## src/pkg/psmc_params.svh

```systemverilog
`ifndef PSMC_PARAMS_SVH
`define PSMC_PARAMS_SVH

// power-save operand codes
`define PSMC_OP_SLEEP 1'h0
`define PSMC_OP_IDLE 1'h1
// oscillator control field position and reset
`define PSMC_NOSC_MSB 10
`define PSMC_NOSC_LSB 8
`define PSMC_OSC_RESET 3'h0
// clock settle time after wake from sleep, ns, and cycles at 20 ns
`define PSMC_SETTLE_NS 400
`define PSMC_CLK_NS 20
`define PSMC_SETTLE_CYC ((`PSMC_SETTLE_NS + `PSMC_CLK_NS - 1) / `PSMC_CLK_NS)
// doze divider width and peripheral count
`define PSMC_DOZE_W 3
`define PSMC_NPER 8

`endif

```

## src/pkg/psmc_pkg.sv

```systemverilog
`default_nettype none
package psmc_pkg;

    typedef enum logic [1:0] {
        PSMC_RUN = 2'b00,
        PSMC_SLEEP = 2'b01,
        PSMC_IDLE = 2'b10,
        PSMC_SETTLE = 2'b11
    } psmc_state_e;

    typedef struct packed {
        logic irq;
        logic wdt_timeout;
    } psmc_wake_s;

    typedef struct packed {
        logic valid;
        logic operand;
    } psmc_req_s;

endpackage
`default_nettype wire

```

## src/rtl/psmc_ctrl.sv

```systemverilog
`timescale 1ns/1ns
`default_nettype none
`include "psmc_params.svh"

module psmc_ctrl
    import psmc_pkg::*;
(
    // system
    input wire logic clock,
    input wire logic rstn,
    // core request
    input wire psmc_req_s power_save_instruction,
    // wake sources
    input wire psmc_wake_s wake,
    // oscillator control
    input wire logic osc_write,
    input wire logic [`PSMC_NOSC_MSB:`PSMC_NOSC_LSB] new_oscillator_select,
    input wire logic clock_config_locked,
    output logic [2:0] osc_select,
    // doze and peripheral gating
    input wire logic doze_enable,
    input wire logic [`PSMC_DOZE_W-1:0] doze_ratio,
    input wire logic [`PSMC_NPER-1:0] periph_disable,
    // outputs
    output logic cpu_clk_en,
    output logic [`PSMC_NPER-1:0] periph_clk_en,
    output logic in_sleep,
    output logic in_idle
);

    // ----------------------------------------
    // power state
    // ----------------------------------------
    psmc_state_e state_q, state_d;
    logic [7:0] settle_q, settle_d;
    logic wake_evt;

    assign wake_evt = wake.irq | wake.wdt_timeout;

    always_comb begin
        state_d = state_q;
        settle_d = settle_q;
        case (state_q)
            PSMC_RUN: begin
                if (power_save_instruction.valid) begin
                    if (power_save_instruction.operand == `PSMC_OP_SLEEP) begin
                        state_d = PSMC_SLEEP;
                    end else begin
                        state_d = PSMC_IDLE;
                    end
                end
            end
            PSMC_SLEEP: begin
                if (wake_evt) begin
                    state_d = PSMC_SETTLE;
                    settle_d = 8'(`PSMC_SETTLE_CYC);
                end
            end
            PSMC_IDLE: begin
                if (wake_evt) begin
                    state_d = PSMC_RUN;
                end
            end
            PSMC_SETTLE: begin
                // oscillator restarts; hold fetch until it settles
                if (settle_q <= 8'h01) begin
                    state_d = PSMC_RUN;
                    settle_d = 8'h00;
                end else begin
                    settle_d = settle_q - 8'h01;
                end
            end
            default: begin
                state_d = PSMC_RUN;
            end
        endcase
    end

    always_ff @(posedge clock or negedge rstn) begin
        if (!rstn) begin
            state_q <= PSMC_RUN;
            settle_q <= 8'h00;
        end else begin
            state_q <= state_d;
            settle_q <= settle_d;
        end
    end

    // ----------------------------------------
    // oscillator select
    // ----------------------------------------
    logic [2:0] osc_q, osc_d;

    always_comb begin
        osc_d = osc_q;
        if (osc_write && !clock_config_locked) begin
            osc_d = new_oscillator_select;
        end
    end

    always_ff @(posedge clock or negedge rstn) begin
        if (!rstn) begin
            osc_q <= `PSMC_OSC_RESET;
        end else begin
            osc_q <= osc_d;
        end
    end

    assign osc_select = osc_q;

    // ----------------------------------------
    // doze divider
    // ----------------------------------------
    logic [6:0] doze_cnt_q, doze_cnt_d;
    logic [6:0] doze_max;
    logic doze_tick;

    // ratio n divides the core clock by 2^n
    assign doze_max = 7'((8'h01 << doze_ratio) - 8'h01);
    assign doze_tick = !doze_enable || (doze_cnt_q == 7'h00);

    always_comb begin
        doze_cnt_d = doze_cnt_q;
        if (!doze_enable || doze_cnt_q >= doze_max) begin
            doze_cnt_d = 7'h00;
        end else begin
            doze_cnt_d = doze_cnt_q + 7'h01;
        end
    end

    always_ff @(posedge clock or negedge rstn) begin
        if (!rstn) begin
            doze_cnt_q <= 7'h00;
        end else begin
            doze_cnt_q <= doze_cnt_d;
        end
    end

    // ----------------------------------------
    // registered enables
    // ----------------------------------------
    // enables are flops so downstream gating latches see clean levels
    logic cpu_en_q, cpu_en_d;
    logic [`PSMC_NPER-1:0] per_en_q, per_en_d;

    always_comb begin
        cpu_en_d = (state_d == PSMC_RUN) && doze_tick;
    end

    genvar gi;
    generate
        for (gi = 0; gi < `PSMC_NPER; gi = gi + 1) begin : g_per
            always_comb begin
                per_en_d[gi] = (state_d != PSMC_SLEEP) && (state_d != PSMC_SETTLE)
                    && !periph_disable[gi];
            end
        end
    endgenerate

    always_ff @(posedge clock or negedge rstn) begin
        if (!rstn) begin
            cpu_en_q <= 1'b0;
            per_en_q <= '0;
        end else begin
            cpu_en_q <= cpu_en_d;
            per_en_q <= per_en_d;
        end
    end

    assign cpu_clk_en = cpu_en_q;
    assign periph_clk_en = per_en_q;
    assign in_sleep = (state_q == PSMC_SLEEP);
    assign in_idle = (state_q == PSMC_IDLE);

    // ----------------------------------------
    // checks
    // ----------------------------------------
    a_sleep_entry: assert property (@(posedge clock) disable iff (!rstn)
        (state_q == PSMC_RUN && power_save_instruction.valid
         && power_save_instruction.operand == `PSMC_OP_SLEEP)
        |=> in_sleep ##1 (cpu_clk_en == 1'b0 && periph_clk_en == '0))
        else $error("sleep entry did not stop clocks");

    a_idle_periph: assert property (@(posedge clock) disable iff (!rstn)
        (in_idle && $past(in_idle)) |-> (!cpu_clk_en && periph_clk_en == ~$past(periph_disable)))
        else $error("idle clocking wrong");

    a_sleep_hold: assert property (@(posedge clock) disable iff (!rstn)
        (in_sleep && !wake_evt) |=> in_sleep)
        else $error("sleep left without wake");

    a_idle_wake: assert property (@(posedge clock) disable iff (!rstn)
        (in_idle && wake_evt) |=> (state_q == PSMC_RUN) ##1 (cpu_clk_en || doze_enable))
        else $error("idle wake failed");

    // settle cycles counted apart from the design counter, so a wrong reload shows up
    logic [7:0] settle_run_q, settle_run_d;

    always_comb begin
        settle_run_d = 8'h00;
        if (state_q == PSMC_SETTLE) begin
            settle_run_d = settle_run_q + 8'h01;
        end
    end

    always_ff @(posedge clock or negedge rstn) begin
        if (!rstn) begin
            settle_run_q <= 8'h00;
        end else begin
            settle_run_q <= settle_run_d;
        end
    end

    a_settle_time: assert property (@(posedge clock) disable iff (!rstn)
        (in_sleep && wake_evt) |=> (state_q == PSMC_SETTLE && !cpu_clk_en && periph_clk_en == '0))
        else $error("sleep wake did not start settling");

    a_settle_hold: assert property (@(posedge clock) disable iff (!rstn)
        (state_q == PSMC_SETTLE && settle_run_q < 8'(`PSMC_SETTLE_CYC - 1))
        |=> (state_q == PSMC_SETTLE && !cpu_clk_en))
        else $error("settle ended early");

    a_settle_exit: assert property (@(posedge clock) disable iff (!rstn)
        (state_q == PSMC_SETTLE && settle_run_q == 8'(`PSMC_SETTLE_CYC - 1))
        |=> (state_q == PSMC_RUN && (cpu_clk_en || doze_enable)))
        else $error("settle did not end on time");

    a_osc_locked: assert property (@(posedge clock) disable iff (!rstn)
        clock_config_locked |=> $stable(osc_select))
        else $error("oscillator changed while locked");

    a_osc_write: assert property (@(posedge clock) disable iff (!rstn)
        (osc_write && !clock_config_locked) |=> osc_select == $past(new_oscillator_select))
        else $error("oscillator write lost");

    a_doze_gap: assert property (@(posedge clock) disable iff (!rstn)
        (doze_enable && $past(doze_enable) && doze_ratio == 3'h1 && $stable(doze_ratio)
         && state_q == PSMC_RUN && cpu_clk_en)
        |=> (state_q != PSMC_RUN || !cpu_clk_en))
        else $error("doze divider wrong");

    c_sleep_wake: cover property (@(posedge clock) disable iff (!rstn) in_sleep ##1 state_q == PSMC_SETTLE);
    c_idle_wake: cover property (@(posedge clock) disable iff (!rstn) in_idle ##1 state_q == PSMC_RUN);
    c_doze: cover property (@(posedge clock) disable iff (!rstn) doze_enable && !cpu_clk_en && state_q == PSMC_RUN);

endmodule

`default_nettype wire

```

## config.mk

```make
export PLATFORM = sky130hd
export DESIGN_NAME = psmc_ctrl
export DESIGN_NICKNAME = d
export VERILOG_FILES = /design/src/pkg/psmc_pkg.sv /design/src/rtl/psmc_ctrl.sv
export VERILOG_INCLUDE_DIRS = /design/src /design/src/pkg
export SDC_FILE = /design/constraint.sdc
export NUM_CORES = 1
export LEC_CHECK = 0
export BUFFER_PORTS_ARGS = -buffer_cell sky130_fd_sc_hd__buf_2
export CAP_MARGIN = 20
export CORE_ASPECT_RATIO = 0.8
export CORE_UTILIZATION = 42
export DETAILED_ROUTE_END_ITERATION = 6
export PLACE_DENSITY = 0.61
export REMOVE_ABC_BUFFERS = 1
export SYNTH_ARGS = -nofsm -noshare
export SYNTH_HDL_FRONTEND = slang
export SYNTH_SLANG_ARGS = --single-unit
```

## constraint.sdc

```tcl
create_clock -name clock -period 1.85 [get_ports clock]
set_input_delay 0.555 -clock clock [delete_from_list [all_inputs] [get_ports clock]]
set_output_delay 0.555 -clock clock [all_outputs]
set_load 0.03 [all_outputs]
```

# After elaboration in Yosys (flattened, before gate mapping)
# Cells that the tools add are included.
[word_totals]
reg_bits = 29
input_bits = 23
out_inout_bits = 14
elab_cells = 57
[classes]
add_sub_neg = 3
n_lt_le_gt_ge = 2
n_eq_ne = 6
shift = 1
n_mux = 10
bitwise = 1
n_reduce_logical = 28
[op_table]
columns = ["op", "count"]
rows = [
  ["8-bit 2-to-1 mux", 2],
  ["8-bit case mux with 2 select lines", 1],
  ["1-bit logical AND", 11],
  ["1-bit zero test", 10],
  ["2-bit 2-to-1 mux", 5],
  ["8-bit by 1-bit <= comparator with 1-bit output (second input constant)", 1],
  ["2-bit case mux with 4 select lines", 1],
  ["8-bit by 1-bit subtractor with 8-bit output (second input constant)", 1],
  ["7-bit by 1-bit adder with 7-bit output (second input constant)", 1],
  ["7-bit >= comparator", 1],
  ["7-bit zero test", 1],
  ["7-bit 2-to-1 mux", 1],
  ["1-bit by 3-bit << shifter with 7-bit output (first input constant)", 1],
  ["7-bit by 1-bit subtractor with 7-bit output (second input constant)", 1],
  ["2-bit == test (second input constant)", 2],
  ["2-bit zero test", 2],
  ["2-bit by 1-bit inequality test with 1-bit output (second input constant)", 2],
  ["2-bit by 1-bit == test with 1-bit output (second input constant)", 1],
  ["1-bit logical OR", 2],
  ["2-bit inequality test (second input constant)", 1],
  ["2-bit AND reduction", 1],
  ["2-bit nonzero test", 1],
  ["1-bit bitwise OR", 1],
]

# Depth between registers and ports, before layout
[logic_depth]
depth_word = 6
depth_mapped = 6
depth_no_buf = 6

# Worst setup path after synthesis
# OpenSTA, ideal clock, no wires.
[synth_path]
path_type = "input-to-reg"
from = "input doze_ratio[0]"
to = "register doze_cnt_q[2]"
setup_ns = 0.075
arrival_ns = 1.891
required_ns = 1.775
slack_ns = -0.117
path_stages = 6
n_path_buf = 0
path_cell_list = "or3_1 > ha_1 > nand2b_1 > a211oi_1 > o221ai_1 > nor2_1"
[synth_between]
elab_chain_cells = 5
[synth_lines]
columns = ["item", "line_no", "rtl"]
rows = [
  ["start: declaration", "psmc_ctrl.sv:22", "input wire logic [`PSMC_DOZE_W-1:0] doze_ratio,"],
  ["1-bit by 3-bit << shifter with 7-bit output", "psmc_ctrl.sv:119", "assign doze_max = 7'((8'h01 << doze_ratio) - 8'h01);"],
  ["7-bit by 1-bit subtractor with 7-bit output", "psmc_ctrl.sv:119", ""],
  ["7-bit >= comparator", "psmc_ctrl.sv:124", "if (!doze_enable || doze_cnt_q >= doze_max) begin"],
  ["1-bit logical OR", "psmc_ctrl.sv:124", ""],
  ["7-bit 2-to-1 mux", "psmc_ctrl.sv:124", ""],
  ["via doze_cnt_d[2]", "psmc_ctrl.sv:114", "logic [6:0] doze_cnt_q, doze_cnt_d;"],
  ["end signal: assignment", "psmc_ctrl.sv:135", "doze_cnt_q <= doze_cnt_d;"],
  ["end: declaration", "psmc_ctrl.sv:114", ""],
]
# The timed path passes the listed nets, and every way through them passes these cells.
# A chain may end at the register's enable or synchronous reset.

# Final worst setup path
[layout_path]
from = "input doze_ratio[1]"
to = "register doze_cnt_q[1]"
# Same word-level chain as after synthesis.

==> impl_metrics.prom <==
# TYPE chip_impl_metric gauge
chip_impl_metric{name="htree_levels",unit=""} 2
chip_impl_metric{name="postcts_setup_bufs",unit=""} 0
chip_impl_metric{name="gpl_congestion",unit=""} 0.806
chip_impl_info{name="dominant_combinational_cell_family_by_area_after_synthesis",value="simple AND/OR/NAND/NOR gates"} 1
chip_impl_metric{name="ant_nets",unit=""} 0
chip_impl_metric{name="die_h",unit="um"} 55.7
chip_impl_metric{name="worst_ep_required_time",unit="ns"} 2.06
chip_impl_metric{name="number_of_distinct_standard_cells_referenced_by_the_synthesized_netlist",unit=""} 40
chip_impl_metric{name="synth_edf_count",unit=""} 0
chip_impl_metric{name="core",unit="sq um"} 3450
chip_impl_metric{name="clk-insertion-delay-late",unit="ns"} 0.27
chip_impl_metric{name="drt-wirelength-per-cell",unit="um"} 12.9
chip_impl_metric{name="firstDrtPassIters",unit=""} 4
chip_impl_metric{name="nets_finish",unit=""} 228
chip_impl_metric{name="synth_compound_area_frac",unit=""} 0.141
chip_impl_metric{name="numClockSinks",unit=""} 29
chip_impl_info{name="top_signal_layer_used",value="met4"} 1
chip_impl_metric{name="postSynthAreaPerCell",unit="sq um"} 10.3
chip_impl_metric{name="yosys.area_share.adder",unit=""} 0.0908
chip_impl_metric{name="clock_path_buffers",unit=""} 2
chip_impl_metric{name="first_pass_grt_wire_length",unit="um"} 5220
chip_impl_metric{name="ys_warn_count",unit=""} 0
chip_impl_info{name="critical_path_class",value="in2reg"} 1
chip_impl_metric{name="drt_first_iter_violations",unit=""} 62
chip_impl_info{name="layout_commonest_cell",value="buf_2"} 1
chip_impl_info{name="grt_setup_unrepaired",value="yes"} 1
chip_impl_metric{name="yosys_register_bits",unit=""} 29
chip_impl_metric{name="ctsHoldBuffers",unit=""} 0
chip_impl_metric{name="detail_route.wirelength.met1",unit="um"} 1410
chip_impl_metric{name="post-route-period-util",unit=""} 0.986
chip_impl_metric{name="cts.reportedPaths.clkPinSlew",unit="ns"} 0.06
chip_impl_info{name="root_buffer",value="clkbuf_8"} 1
chip_impl_metric{name="finish.cell_count_without_fillers",unit=""} 237
chip_impl_metric{name="wl_final",unit="um"} 3060
chip_impl_metric{name="globalRoute.totalOverflow",unit=""} 0
chip_impl_metric{name="grt_antenna_before_repair",unit=""} 0
chip_impl_info{name="clock_tree_from_tritoncts",value="yes"} 1
chip_impl_metric{name="finalClockSkew",unit="ns"} 0.00420
chip_impl_metric{name="leakagePower",unit="nW"} 0.960
chip_impl_metric{name="detailroute.via_count",unit=""} 1229
chip_impl_metric{name="setup-violations-final",unit=""} 0
chip_impl_metric{name="drv_slew",unit=""} 0
chip_impl_metric{name="die_w",unit="um"} 69.2
chip_impl_metric{name="synth.yosys.seq_area_share",unit=""} 0.479
chip_impl_metric{name="dpl.cell_count",unit=""} 229
chip_impl_metric{name="setup_total_negative_slack",unit="ns"} 0
chip_impl_info{name="status",value="completed"} 1
chip_impl_info{name="cp-start-kind",value="primary input"} 1
chip_impl_metric{name="grt_start_max_net_pins",unit=""} 30
chip_impl_metric{name="track_usage",unit=""} 0.174
chip_impl_metric{name="max_cap_viol_count",unit=""} 0
chip_impl_metric{name="met3_wirelength",unit="um"} 167
chip_impl_metric{name="synth-simple-area-share",unit=""} 0.196
chip_impl_metric{name="boundaryPins",unit=""} 37
chip_impl_metric{name="layout_min_cycle_time",unit="ns"} 1.82
chip_impl_metric{name="finalCoreUtilization",unit=""} 0.561
chip_impl_info{name="critical_path.endpoint_type",value="flip-flop"} 1
chip_impl_info{name="layout.cells.most_common_list",value="35 x buf_2, 29 x dfrtp_1, 23 x nor2_1"} 1
chip_impl_metric{name="worst_ep_arrival_time",unit="ns"} 2.03
chip_impl_metric{name="critical_path.max_fanout",unit=""} 7
chip_impl_metric{name="drive_gt1_frac",unit=""} 0.349
chip_impl_metric{name="cellPowerDensity",unit="nW/um^2"} 1300
chip_impl_metric{name="synthXorXnorAreaFrac",unit=""} 0.0289
chip_impl_metric{name="via_per_inst",unit=""} 5.19
chip_impl_metric{name="rows",unit=""} 19
chip_impl_metric{name="drc",unit=""} 0
chip_impl_metric{name="tightestPinTransition",unit="ns"} 0.629
chip_impl_info{name="holdCritPathClass",value="in2async"} 1
chip_impl_info{name="dominantRegCellSynth",value="dfrtp_1"} 1
chip_impl_metric{name="area_delta_synth_final",unit="%"} 27.6
chip_impl_metric{name="detailroute.wirelength.met2",unit="um"} 1450
chip_impl_metric{name="vdd.ir_drop.worst",unit="V"} 0.000715
chip_impl_metric{name="floorplan.initialDensity",unit=""} 0.440
chip_impl_metric{name="synth-async-reset-ratio",unit=""} 1.00
chip_impl_metric{name="die-area",unit="sq um"} 3860
chip_impl_metric{name="multiplexer_area_fraction_after_synthesis",unit=""} 0.0355
chip_impl_metric{name="final_hold_viol_count",unit=""} 0
chip_impl_metric{name="post_synth_instance_area",unit="sq um"} 1520
chip_impl_metric{name="port-buffer-count",unit=""} 36
chip_impl_metric{name="timing.max_slew.rel_slack",unit=""} 0.581
chip_impl_metric{name="fmaxAchievable",unit="MHz"} 548
chip_impl_metric{name="n_antenna_cell",unit=""} 0
chip_impl_metric{name="dp_hpwl",unit="um"} 2240
chip_impl_metric{name="via_count_of_the_first_global_routing_pass",unit=""} 1194
chip_impl_metric{name="tritoncts.num_buffers",unit=""} 5
chip_impl_metric{name="post_synth_inst_count",unit=""} 147
cell families after synthesis:
logic type / Yosys count
AO/OA/AOI/OAI: 29
XOR/XNOR: 5
adder cells (fa/ha/maj): 11
buffers and inverters: 11
flip-flops: 29
multiplexers: 5
AND/OR/NAND/NOR: 57
stage by stage:
step	total power (W)	setup slack (ns)	hold slack (ns)	instance area (sq um)
floorplan	0.00163	-0.117	0.259	1510
global placement	0.00190	-0.323	0.472	1780
detailed placement	0.00193	-0.471	0.495	1780
CTS	0.00252	0.0109	0.326	1900
global route	0.00269	-0.0482	0.361	1930
finish	0.00252	0.0265	0.293	1930
timing repair:
item | in CTS | in global routing
pin swaps | 3 | 7
hold endpoints to repair | 0 | 0
setup endpoints to repair | 7 | 7
gates resized for setup | 2 | 6
cells in the mapped netlist, types with 2 or more instances:
cell type   n  area (sq um)
nor2b_1     3          18.8
o21ai_0     3          15.0
ha_1       11           138
mux2i_1     2          20.0
a21o_1      2          15.0
mux2_2      3          33.8
nand2_1     7          26.3
a22o_1      2          17.5
nor3_4      2          32.5
xor2_1      2          17.5
nand4_1     2          12.5
buf_2       2          10.0
nor2_1     25          93.8
o22ai_1     2          12.5
dfrtp_1    29           726
or3_1       2          12.5
a21oi_1     7          35.0
a211oi_1    2          15.0
o21ai_1     3          15.0
inv_1       9          33.8
xnor2_1     3          26.3
nand3_1     6          30.0
final timing paths:
kind,from,to,slack (ns),cells after the start
max in group asynchronous,rstn,cpu_clk_en$_DFF_PN0_,1.14,1
min,rstn,settle_q[0]$_DFFE_PN0P_,0.29,1
max,doze_ratio[1],doze_cnt_q[1]$_DFF_PN0_,0.03,7
min reg2reg,doze_cnt_q[0]$_DFF_PN0_,doze_cnt_q[0]$_DFF_PN0_,0.50,1
max reg2reg,settle_q[0]$_DFFE_PN0P_,cpu_clk_en$_DFF_PN0_,0.14,6
min in group clock,periph_disable[3],periph_clk_en[3]$_DFF_PN0_,0.42,2
worst max-delay path, cell delays in order:
cell,delay (ns)
buf_6,0.09
or3_1,0.37
ha_1,0.28
nand2b_4,0.15
a211oi_4,0.26
o221ai_4,0.18
nor2_2,0.14
sequential cells by signal (all words and copies together) (netlist names):
register,cells
periph_clk_en,8
doze_cnt_q,7
settle_q,8
osc_select,3
state_q,2
cpu_clk_en,1
layer usage:
layer,up-vias,GRT usage
met5,-,0
met1,580,0.210
met3,5,0.0543
met4,0,0.0525
li1,608,-
met2,36,0.298
cell type report:
class | instances | area (sq um)
clock buffer | 7 | 96.3
fill | 298 | 1510
clock inverter | 1 | 5.00
inverter | 9 | 33.8
timing repair buffer | 42 | 231
tap | 42 | 52.6
sequential | 29 | 726
multi-input combinational | 107 | 790
where the power goes:
group	total (W)	internal, W	switching (W)
registers	0.000952	0.000786	0.000167
logic	0.000998	0.000399	0.000599
clock network	0.000566	0.000335	0.000231
total	0.00252	0.00152	0.000996
Power figures use the tool's default switching activity.
